===== config.mk =====
export PLATFORM = sky130hd
export DESIGN_NAME = seq_status_queue
export DESIGN_NICKNAME = d
export VERILOG_FILES = /design/src/hdl/seq_pkg.sv /design/src/hdl/seq_cnt_if.sv /design/src/hdl/seq_counter.sv /design/src/hdl/seq_status_queue.sv
export SDC_FILE = /design/constraint.sdc
export NUM_CORES = 1
export LEC_CHECK = 0
export ABC_AREA = 1
export ABC_CLOCK_PERIOD_IN_PS = 9500
export BUFFER_PORTS_ARGS = -buffer_cell sky130_fd_sc_hd__buf_2
export CAP_MARGIN = 15
export CORE_AREA = 3 3 137 139
export DETAILED_ROUTE_END_ITERATION = 10
export DIE_AREA = 0 0 140 142
export PLACE_DENSITY = 0.54
export SYNTH_ARGS = -nofsm -noshare
export SYNTH_HDL_FRONTEND = slang
export SYNTH_SLANG_ARGS = --single-unit

===== constraint.sdc =====
create_clock -name mclk -period 9.5 [get_ports mclk]
set_input_delay 2.85 -clock mclk [delete_from_list [all_inputs] [get_ports mclk]]
set_output_delay 2.85 -clock mclk [all_outputs]
set_load 0.05 [all_outputs]

===== src/hdl/seq_pkg.sv =====
// Purpose: shared constants of the status event queue
// Assumes: 9-bit register offsets, 16-bit register words
// Notes:   low six bits of every status word carry its register code
package seq_pkg;
  // ==========================================================
  // register offsets
  localparam logic [8:0] OFF_QUEUE_HEAD  = 9'h120;
  localparam logic [8:0] OFF_IO_QUEUE    = 9'h008;
  localparam logic [8:0] OFF_RX_FLAGS    = 9'h124;
  localparam logic [8:0] OFF_TX_FLAGS    = 9'h128;
  localparam logic [8:0] OFF_BUF_FLAGS   = 9'h12c;
  localparam logic [8:0] OFF_MISS_COUNT  = 9'h130;
  localparam logic [8:0] OFF_COL_COUNT   = 9'h132;
  localparam logic [8:0] OFF_LINE_STATE  = 9'h134;
  localparam logic [8:0] OFF_SELF_STATE  = 9'h136;
  localparam logic [8:0] OFF_BUS_STATE   = 9'h138;
  localparam logic [8:0] OFF_REFL_COUNT  = 9'h13c;
  // ==========================================================
  // register codes in bits 5:0
  localparam logic [5:0] CODE_RX         = 6'h04;
  localparam logic [5:0] CODE_TX         = 6'h08;
  localparam logic [5:0] CODE_BUF        = 6'h0c;
  localparam logic [5:0] CODE_MISS       = 6'h10;
  localparam logic [5:0] CODE_COL        = 6'h12;
  localparam logic [5:0] CODE_LINE       = 6'h14;
  localparam logic [5:0] CODE_SELF       = 6'h16;
  localparam logic [5:0] CODE_BUS        = 6'h18;
  localparam logic [5:0] CODE_REFL       = 6'h1c;
  // ==========================================================
  // field layout and counts
  localparam int         PAYLOAD_W       = 10;
  localparam int         CODE_W          = 6;
  localparam int         NUM_SRC         = 5;
  localparam int         NUM_CNT         = 3;
  localparam int         SRC_RX          = 0;
  localparam int         SRC_TX          = 1;
  localparam int         SRC_BUF         = 2;
  localparam int         SRC_MISS        = 3;
  localparam int         SRC_COL         = 4;
  localparam int         CNT_MISS        = 0;
  localparam int         CNT_COL         = 1;
  localparam int         CNT_REFL        = 2;
  localparam int         RX_HASHED_BIT   = 3;
  localparam int         RX_GOOD_BIT     = 2;
  localparam int         HASH_W          = 6;
  localparam logic [9:0] CNT_WRAP_POINT  = 10'h1ff;
  localparam logic [9:0] CNT_RESET       = 10'h000;
  localparam logic [15:0] WORD_RESET     = 16'h0000;
  localparam logic [9:0] FLAGS_RESET     = 10'h000;
endpackage : seq_pkg


===== src/hdl/seq_cnt_if.sv =====
// Purpose: carrier between the queue and one of its event counters
// Assumes: single clock domain
// Notes:   ctl drives the counter, cnt is the counter itself
interface seq_cnt_if;
  logic       inc;
  logic       clr;
  logic [9:0] count;
  logic       ovf;
  modport ctl (output inc, output clr, input count, input ovf);
  modport cnt (input inc, input clr, output count, output ovf);
endinterface : seq_cnt_if


===== src/hdl/seq_counter.sv =====
// Purpose: ten-bit event counter, cleared by a read
// Assumes: inc and clr are single-cycle strobes
// Notes:   ovf pulses in the same cycle that the count passes 1ffh
module seq_counter (
  input  wire logic mclk,
  input  wire logic rst,
  input  wire logic ce,
  seq_cnt_if.cnt    bus
);
  logic [9:0] next_count;

  // an increment in the clearing cycle survives as a count of one
  assign next_count = bus.clr ? {9'h000, bus.inc} : bus.count + {9'h000, bus.inc};

  always_ff @(posedge mclk or posedge rst) begin
    if (rst) begin
      bus.count <= seq_pkg::CNT_RESET;
      bus.ovf   <= 1'b0;
    end else if (ce) begin
      bus.count <= next_count;
      bus.ovf   <= bus.inc && !bus.clr && bus.count == seq_pkg::CNT_WRAP_POINT;
    end
  end
endmodule : seq_counter


===== src/hdl/seq_status_queue.sv =====
// Purpose: interrupt status queue with event, counter and state registers
// Assumes: event strobes and read strobes are synchronous to mclk
// Notes:   read data appears one cycle after rd_en
module seq_status_queue (
  input  wire logic        mclk,
  input  wire logic        rst,
  input  wire logic        ce,
  input  wire logic        rd_en,
  input  wire logic        rd_io,
  input  wire logic [8:0]  rd_addr,
  output logic      [15:0] rd_data,
  output logic             irq,
  input  wire logic [9:0]  rx_set,
  input  wire logic [5:0]  rx_hash_index,
  input  wire logic [9:0]  rx_ie,
  input  wire logic [9:0]  tx_set,
  input  wire logic [9:0]  tx_ie,
  input  wire logic [9:0]  buf_set,
  input  wire logic [9:0]  buf_ie,
  input  wire logic        miss_inc,
  input  wire logic        miss_ovf_ie,
  input  wire logic        col_inc,
  input  wire logic        col_ovf_ie,
  input  wire logic        refl_inc,
  input  wire logic [9:0]  line_state,
  input  wire logic [9:0]  self_state,
  input  wire logic [9:0]  bus_state
);
  // ==========================================================
  // read decode
  logic        hit_queue;
  logic        hit_rx;
  logic        hit_tx;
  logic        hit_buf;
  logic        hit_miss;
  logic        hit_col;
  logic        hit_refl;
  logic        rd_mem;

  assign rd_mem    = rd_en && !rd_io;
  assign hit_queue = rd_en && (rd_io ? rd_addr == seq_pkg::OFF_IO_QUEUE
                                     : rd_addr == seq_pkg::OFF_QUEUE_HEAD);
  assign hit_rx    = rd_mem && rd_addr == seq_pkg::OFF_RX_FLAGS;
  assign hit_tx    = rd_mem && rd_addr == seq_pkg::OFF_TX_FLAGS;
  assign hit_buf   = rd_mem && rd_addr == seq_pkg::OFF_BUF_FLAGS;
  assign hit_miss  = rd_mem && rd_addr == seq_pkg::OFF_MISS_COUNT;
  assign hit_col   = rd_mem && rd_addr == seq_pkg::OFF_COL_COUNT;
  assign hit_refl  = rd_mem && rd_addr == seq_pkg::OFF_REFL_COUNT;

  // ==========================================================
  // event registers
  logic [9:0]  rx_flags;
  logic [9:0]  tx_flags;
  logic [9:0]  buf_flags;
  logic [9:0]  rx_eff;
  logic [9:0]  next_rx;
  logic [9:0]  next_tx;
  logic [9:0]  next_buf;
  logic [4:0]  pending;
  logic [4:0]  next_pending;
  logic [4:0]  sel;
  logic [4:0]  clr_src;
  logic [4:0]  raise;

  // a hashed good frame carries its hash index in the upper field
  assign rx_eff = (rx_set[seq_pkg::RX_HASHED_BIT] && rx_set[seq_pkg::RX_GOOD_BIT])
                ? {rx_hash_index, rx_set[3:0]} : rx_set;

  // lowest pending source is served first
  assign sel     = pending & (~pending + 5'h01);
  assign clr_src = ({5{hit_queue}} & sel) | {hit_col, hit_miss, hit_buf, hit_tx, hit_rx};

  // flags latch whether or not enabled; a set in the clearing cycle wins
  assign next_rx  = (clr_src[seq_pkg::SRC_RX]  ? seq_pkg::FLAGS_RESET : rx_flags)  | rx_eff;
  assign next_tx  = (clr_src[seq_pkg::SRC_TX]  ? seq_pkg::FLAGS_RESET : tx_flags)  | tx_set;
  assign next_buf = (clr_src[seq_pkg::SRC_BUF] ? seq_pkg::FLAGS_RESET : buf_flags) | buf_set;

  // ==========================================================
  // counters
  seq_cnt_if cnt_bus[seq_pkg::NUM_CNT] ();
  logic [2:0]  cnt_inc;
  logic [2:0]  cnt_clr;
  logic [9:0]  cnt_val[seq_pkg::NUM_CNT];
  logic [2:0]  cnt_ovf;

  assign cnt_inc = {refl_inc, col_inc, miss_inc};
  assign cnt_clr = {hit_refl, clr_src[seq_pkg::SRC_COL], clr_src[seq_pkg::SRC_MISS]};

  genvar gi;
  generate
    for (gi = 0; gi < seq_pkg::NUM_CNT; gi++) begin : g_cnt
      assign cnt_bus[gi].inc = cnt_inc[gi];
      assign cnt_bus[gi].clr = cnt_clr[gi];
      assign cnt_val[gi]     = cnt_bus[gi].count;
      assign cnt_ovf[gi]     = cnt_bus[gi].ovf;
      seq_counter u_cnt (
        .mclk (mclk),
        .rst  (rst),
        .ce   (ce),
        .bus  (cnt_bus[gi])
      );
    end
  endgenerate

  // ==========================================================
  // queue
  assign raise = {cnt_ovf[seq_pkg::CNT_COL] & col_ovf_ie,
                  cnt_ovf[seq_pkg::CNT_MISS] & miss_ovf_ie,
                  |(buf_set & buf_ie),
                  |(tx_set & tx_ie),
                  |(rx_eff & rx_ie)};
  assign next_pending = (pending & ~clr_src) | raise;

  logic [15:0] word_rx;
  logic [15:0] word_tx;
  logic [15:0] word_buf;
  logic [15:0] word_miss;
  logic [15:0] word_col;
  logic [15:0] queue_word;
  logic [15:0] next_rd_data;

  assign word_rx   = {rx_flags, seq_pkg::CODE_RX};
  assign word_tx   = {tx_flags, seq_pkg::CODE_TX};
  assign word_buf  = {buf_flags, seq_pkg::CODE_BUF};
  assign word_miss = {cnt_val[seq_pkg::CNT_MISS], seq_pkg::CODE_MISS};
  assign word_col  = {cnt_val[seq_pkg::CNT_COL], seq_pkg::CODE_COL};
  // empty queue reads as all zeros
  assign queue_word = ({16{sel[seq_pkg::SRC_RX]}}   & word_rx)
                    | ({16{sel[seq_pkg::SRC_TX]}}   & word_tx)
                    | ({16{sel[seq_pkg::SRC_BUF]}}  & word_buf)
                    | ({16{sel[seq_pkg::SRC_MISS]}} & word_miss)
                    | ({16{sel[seq_pkg::SRC_COL]}}  & word_col);

  assign next_rd_data =
      hit_queue ? queue_word :
      hit_rx    ? word_rx :
      hit_tx    ? word_tx :
      hit_buf   ? word_buf :
      hit_miss  ? word_miss :
      hit_col   ? word_col :
      !rd_mem   ? seq_pkg::WORD_RESET :
      rd_addr == seq_pkg::OFF_LINE_STATE ? {line_state, seq_pkg::CODE_LINE} :
      rd_addr == seq_pkg::OFF_SELF_STATE ? {self_state, seq_pkg::CODE_SELF} :
      rd_addr == seq_pkg::OFF_BUS_STATE  ? {bus_state, seq_pkg::CODE_BUS} :
      hit_refl  ? {cnt_val[seq_pkg::CNT_REFL], seq_pkg::CODE_REFL} :
      seq_pkg::WORD_RESET;

  always_ff @(posedge mclk or posedge rst) begin
    if (rst) begin
      rx_flags  <= seq_pkg::FLAGS_RESET;
      tx_flags  <= seq_pkg::FLAGS_RESET;
      buf_flags <= seq_pkg::FLAGS_RESET;
      pending   <= 5'h00;
      rd_data   <= seq_pkg::WORD_RESET;
      irq       <= 1'b0;
    end else if (ce) begin
      rx_flags  <= next_rx;
      tx_flags  <= next_tx;
      buf_flags <= next_buf;
      pending   <= next_pending;
      rd_data   <= next_rd_data;
      irq       <= |next_pending;
    end
  end
endmodule : seq_status_queue


## Yosys cells after proc, flatten, opt, wreduce, memory -nomap -nowiden

Cells that the tools add are included.

| word-level totals | value |
|---|---|
| bits in registers | 84 |
| input port bits | 115 |
| output and inout bits | 17 |
| logic and storage cells | 91 |

| cells by class | value |
|---|---|
| $add $sub $neg | 4 |
| equality and inequality tests | 13 |
| muxes and demuxes | 19 |
| bitwise operators | 24 |
| reduce and logical (&&, ||, !) cells | 20 |

Operator list:

| operator | number |
|---|---|
| 2-to-1 mux 16 bit | 11 |
| == test 9 bit, second input constant | 10 |
| bitwise AND 16 bit | 5 |
| 2-to-1 mux 10 bit | 7 |
| bitwise OR 16 bit | 4 |
| adder 10 x 1 -> 10 bit | 3 |
| bitwise AND 10 bit | 3 |
| bitwise OR 10 bit | 3 |
| OR reduction 10 bit | 3 |
| == test 10 x 9 -> 1 bit, second input constant | 2 |
| bitwise AND 5 bit | 3 |
| logical AND 1 bit | 13 |
| inverter 5 bit | 2 |
| bitwise OR 5 bit | 2 |
| == test 9 x 4 -> 1 bit, second input constant | 1 |
| adder 5 x 1 -> 5 bit, second input constant | 1 |
| OR reduction 5 bit | 1 |
| logical NOT 1 bit | 3 |
| bitwise AND 1 bit | 2 |
| 2-to-1 mux 1 bit | 1 |

## Longest topological paths before layout

| logic depth | value |
|---|---|
| depth in word-level cells | 14 |
| gate-level depth with buffers | 14 |
| mapped depth without buffers | 13 |

## Cells and area by module

Synthesis repeated with hierarchy kept, for this count alone.

| second synthesis, totals | value |
|---|---|
| cell total of the unflattened synthesis | 872 |
| area total of the unflattened synthesis | 5,849.4 µm² |

Modules (own cells, without submodules):

| module | instances | cells an instance | area each (µm²) | seq. area each (µm²) |
|---|---|---|---|---|
| seq_status_queue | 1 | 629 | 3,980.1 | 1,251.2 |
| seq_counter | 3 | 81 | 623.1 | 275.3 |

## Least setup slack after synthesis

Ideal clock, no wire load.

| timing path | value |
|---|---|
| kind | input to register |
| start | input rd_addr[7] |
| end | register rd_data[13] |
| setup time | 0.118 ns |
| arrival | 3.904 ns |
| required time | 9.382 ns |
| slack | 5.478 ns |
| stages on the path | 13 |
| buffers on the path | 1 |
| path through | nor2_1 -> nand2_1 -> nor2_2 -> nand2_2 -> nand2_1 -> buf_4 -> nor2_1 -> o21ai_1 -> nand2_1 -> nand2_1 -> nand3_1 -> nand2_1 -> nand2_1 |

| between the ends | value |
|---|---|
| longest elaborated chain between the ends | 13 |
| elaborated cells between the ends (all ways) | 30 |
| classes of those cells | 11 x eq/ne; 12 x mux; 7 x reduce/logical |

RTL lines:

| item | RTL line | text |
|---|---|---|
| from (decl) | seq_status_queue.sv:10 | `input wire logic [8:0] rd_addr,` |
| == test 9 bit | seq_status_queue.sv:48 | `assign hit_refl = rd_mem && rd_addr == seq_pkg::OFF_REFL_COUNT;` |
| logical AND 1 bit | seq_status_queue.sv:48 |  |
| 2-to-1 mux 16 bit | seq_status_queue.sv:145 | `hit_refl ? {cnt_val[seq_pkg::CNT_REFL], seq_pkg::CODE_REFL} :` |
| 2-to-1 mux 16 bit | seq_status_queue.sv:144 | `rd_addr == seq_pkg::OFF_BUS_STATE ? {bus_state, seq_pkg::CODE_BUS} :` |
| 2-to-1 mux 16 bit | seq_status_queue.sv:143 | `rd_addr == seq_pkg::OFF_SELF_STATE ? {self_state, seq_pkg::CODE_SELF} :` |
| 2-to-1 mux 16 bit | seq_status_queue.sv:142 | `rd_addr == seq_pkg::OFF_LINE_STATE ? {line_state, seq_pkg::CODE_LINE} :` |
| 2-to-1 mux 16 bit | seq_status_queue.sv:141 | `!rd_mem ? seq_pkg::WORD_RESET :` |
| 2-to-1 mux 16 bit | seq_status_queue.sv:140 | `hit_col ? word_col :` |
| 2-to-1 mux 16 bit | seq_status_queue.sv:139 | `hit_miss ? word_miss :` |
| 2-to-1 mux 16 bit | seq_status_queue.sv:138 | `hit_buf ? word_buf :` |
| 2-to-1 mux 16 bit | seq_status_queue.sv:137 | `hit_tx ? word_tx :` |
| 2-to-1 mux 16 bit | seq_status_queue.sv:136 | `hit_rx ? word_rx :` |
| 2-to-1 mux 16 bit (*) | seq_status_queue.sv:135 | `hit_queue ? queue_word :` |
| to (signal assigned) | seq_status_queue.sv:154 | `rd_data <= seq_pkg::WORD_RESET;` |
| to (signal assigned) | seq_status_queue.sv:161 | `rd_data <= next_rd_data;` |
| to (decl) | seq_status_queue.sv:11 | `output logic [15:0] rd_data,` |

Every way passes the cells marked *; elsewhere a longest branch is shown, timed or not.
A chain may end at the register's enable or synchronous reset.

## Final worst setup path

| timing path | value |
|---|---|
| start | input rd_addr[0] |
| end | register tx_flags[9] |

| between the ends | value |
|---|---|
| longest elaborated chain between the ends | 7 |
| elaborated cells between the ends (all ways) | 10 |
| classes of those cells | 3 x eq/ne; 2 x mux; 3 x bitwise; 2 x reduce/logical |

RTL lines:

| item | RTL line | text |
|---|---|---|
| == test 9 bit / == test 9 x 4 -> 1 bit (equally long branches) | seq_status_queue.sv:42, seq_status_queue.sv:41 |  |
| 2-to-1 mux 1 bit | seq_status_queue.sv:41 | `assign hit_queue = rd_en && (rd_io ? rd_addr == seq_pkg::OFF_IO_QUEUE` |
| logical AND 1 bit | seq_status_queue.sv:41 |  |
| bitwise AND 5 bit | seq_status_queue.sv:71 | `assign clr_src = ({5{hit_queue}} & sel) \| {hit_col, hit_miss, hit_buf, hit_tx, hit_rx};` |
| bitwise OR 5 bit (*) | seq_status_queue.sv:71 |  |
| 2-to-1 mux 10 bit (*) | seq_status_queue.sv:75 | `assign next_tx = (clr_src[seq_pkg::SRC_TX] ? seq_pkg::FLAGS_RESET : tx_flags) \| tx_set;` |
| bitwise OR 10 bit (*) | seq_status_queue.sv:75 |  |
| to (signal assigned) | seq_status_queue.sv:151 | `tx_flags <= seq_pkg::FLAGS_RESET;` |
| to (signal assigned) | seq_status_queue.sv:158 | `tx_flags <= next_tx;` |
| to (decl) | seq_status_queue.sv:53 | `logic [9:0] tx_flags;` |

Marked as above.

==> metrics.txt <==
Setup crit start kind primary input; worst setup path start rd_addr[0]; most frequent cells in the layout nand2_1, buf_2, inv_1; Pwr Density 150 nW/µm²; Seq pwr share 45.0%; I/O Pins 132; Worst-path clk slew 60 ps; worst-path fanout max 13; worst skew pair latency 350 ps; GRT Max-Usage Layer met2; CTS Hold Bufs 0; # diodes 0; Mapped Cells 784; Final ANT Viol Nets 0; clk root buf clkbuf_16; TritonCTS Sinks 82; Clk pwr share 39.1%; HPWL Detailed 14.2 mm; Post CTS Setup Buffer Count 0; Yosys warning count 0; area taken by multi-input logic gates 2810 µm²; routed wire length 18.5 mm; Reg2Reg Launch Point pending[0]; Avg WL per Cell 16.4 µm; Max IR drop VDD 77.7 µV; FF/Latch Area 2050 µm²; Initial Util 30.5%; FILL cells 1,908; final core occ 37.0%; grt met2 use 28.4%; Nets 1,019; number of global-route vias before repair 5,249; status finished clean; Psw 302 µW; via/cell ratio 5.01; Crit Path Category primary input to register; First-pass DRT Iterations 5; GRT Total Usage 18.6%; post_cts resized 0; Slew headroom 39.2%; Post-Syn Area 5420 µm²; minimum clock period 5240 ps; internal power 688 µW; Fin Hold WS 480 ps; H-tree Lvls 3; register bit total from synthesis 82; final period utilization 55.1%; largest net degree at the start of global routing 83; Worst Max-Slew Pin Slew 913 ps; hold depth 2; count of pins over their slew limit 0; Yosys cell types 41; commonest non-fill, non-tap cell in the layout nand2_1; met1 Usage GRT 27.1%; TritonCTS buffer count 9; global route total overflow 0; drt first-iter violations 515; CTS tree done; min-delay worst type register to register; leading post-synthesis cells by cell area dfrtp_1, nand2_1, nand3_1; final hold violation count 0; sw frac 30.5%; GR met3 Demand/Resource 3.60%; MaxCap Viol Count 0; vias 5,666; Die X 140 µm; placement row count 49; combinational share of power 15.9%; Clock Skews 15.1 ps; Area Growth Syn to Fin 21.6%; RSZ-0062 raised after global routing false; layout cells sized above 1 19.4%; Req. time, crit path 9700 ps; GP Congestion 0.937; crit path DAT 5430 ps; initial antenna violation count 0; hold_sp g_cnt[0].u_cnt.bus.ovf; DRC errors left 0; sequential element share of the synthesized area 37.9%; core area 17,800 µm²; FMAX 191 MHz; Worst setup EP type register; Yosys top cell area share 37.9%; Syn Area/Cell 6.91 µm²; R2R depth 6; leak pwr 0.00348 µW; largest buffer count on any clock path 2; number of port buffers 129; die height 142 µm; # setup viols final 0; area leader, netlist dfrtp_1; first-pass GRT wire length 29.3 mm; setup_tns 0 ps; DIE AREA 19,900 µm²
==> metrics by stage <==
step | std cells | worst slack, ps | power (µW) | instance area [µm²]
detailed placement | 1114 | 3940 | 606 | 6220
finish | 1132 | 4260 | 990 | 6580
global route | 1132 | 3970 | 1040 | 6580
CTS | 1130 | 4300 | 998 | 6550
global placement | 1114 | 3890 | 607 | 6220
floorplan | 785 | 4540 | 534 | 5420
==> worst max-delay path, cell delays in order <==
cell and delay [ps]:
buf_2 110, nor2_2 170, nand2_1 140, nor2_2 400, nand2_1 380, inv_2 150, nand2_1 250, a21oi_1 820
o21ai_0 160
==> power groups by stage <==
stage | clock network (µW) | logic [µW] | registers (µW)
6_report | 387 | 158 | 446
3_3_place_gp | 0 | 155 | 451
5_1_grt | 407 | 182 | 451
2_1_floorplan | 0 | 102 | 432
3_5_place_dp | 0 | 156 | 450
4_1_cts | 396 | 157 | 444
==> routing by layer <==
| layer | wire [µm] | up-vias | part of all wire (%) |
|---|---|---|---|
| li1 | - | 2827 | - |
| met1 | 8620 | 2564 | 46 |
| met2 | 8170 | 253 | 44 |
| met3 | 1440 | 22 | 7.8 |
| met4 | 308 | 0 | 1.7 |
| met5 | 0 | - | 0 |
==> state kept, by name, summed over array words and instances, names as in the netlist <==
name and cells:
g_cnt.u_cnt.bus.count 30, rd_data 14, buf_flags 10, rx_flags 10, tx_flags 10, pending 5, g_cnt.u_cnt.bus.ovf 2, irq 1
==> area by class of cell <==
class / count / share of cell area [%]
Tap cell: 229 / 4.35
Timing Repair Buffer: 134 / 10.6
Clock inverter: 6 / 1.37
Multi-Input combinational cell: 564 / 42.7
Inverter: 107 / 6.12
Clock buffer: 10 / 3.63
Sequential cell: 82 / 31.2
==> synthesized netlist by cell type, drive strengths merged <==
cell and instances:
nand2 191, xor2 11, conb 1, a22oi 1, clkinv 1, o211ai 5, inv 106, o22a 1
buf 20, nand3b 1, clkbuf 12, o31ai 2, or2 1, nor3 12, nor3b 3, o21a 1
nor2 80, xnor2 4, o22ai 32, a41oi 8, o21ai 64, nand3 72, nand4 13, ha 6
dfrtp 82, nor4 2, o2111ai 1, a211oi 4, a22o 8, a21oi 39
==> final timing paths <==
path | slack, ps | end
max | 4260 | tx_flags[9]
min | 480 | g_cnt[0].u_cnt.bus.ovf
max reg2reg | 6980 | tx_flags[9]
min reg2reg | 480 | g_cnt[0].u_cnt.bus.ovf
max in group asynchronous | 6410 | g_cnt[0].u_cnt.bus.count[9]
min in group asynchronous | 2480 | rd_data[1]
==> kinds of logic (layout without fill, tap and decap cells) <==
logic type               count (synthesis)  count (layout)  synth area share (%)
AO/OA/AOI/OAI                          166             166                  18.3
XOR/XNOR                                15              15                  2.43
adder cells (fa/ha/maj)                  6               6                  1.39
buffers and inverters                  139             257                  10.3
flip-flops                              82              82                  37.9
other                                    1               2                0.0692
AND/OR/NAND/NOR                        375             375                  29.7
Note: power is estimated with default switching activity, not from simulation.
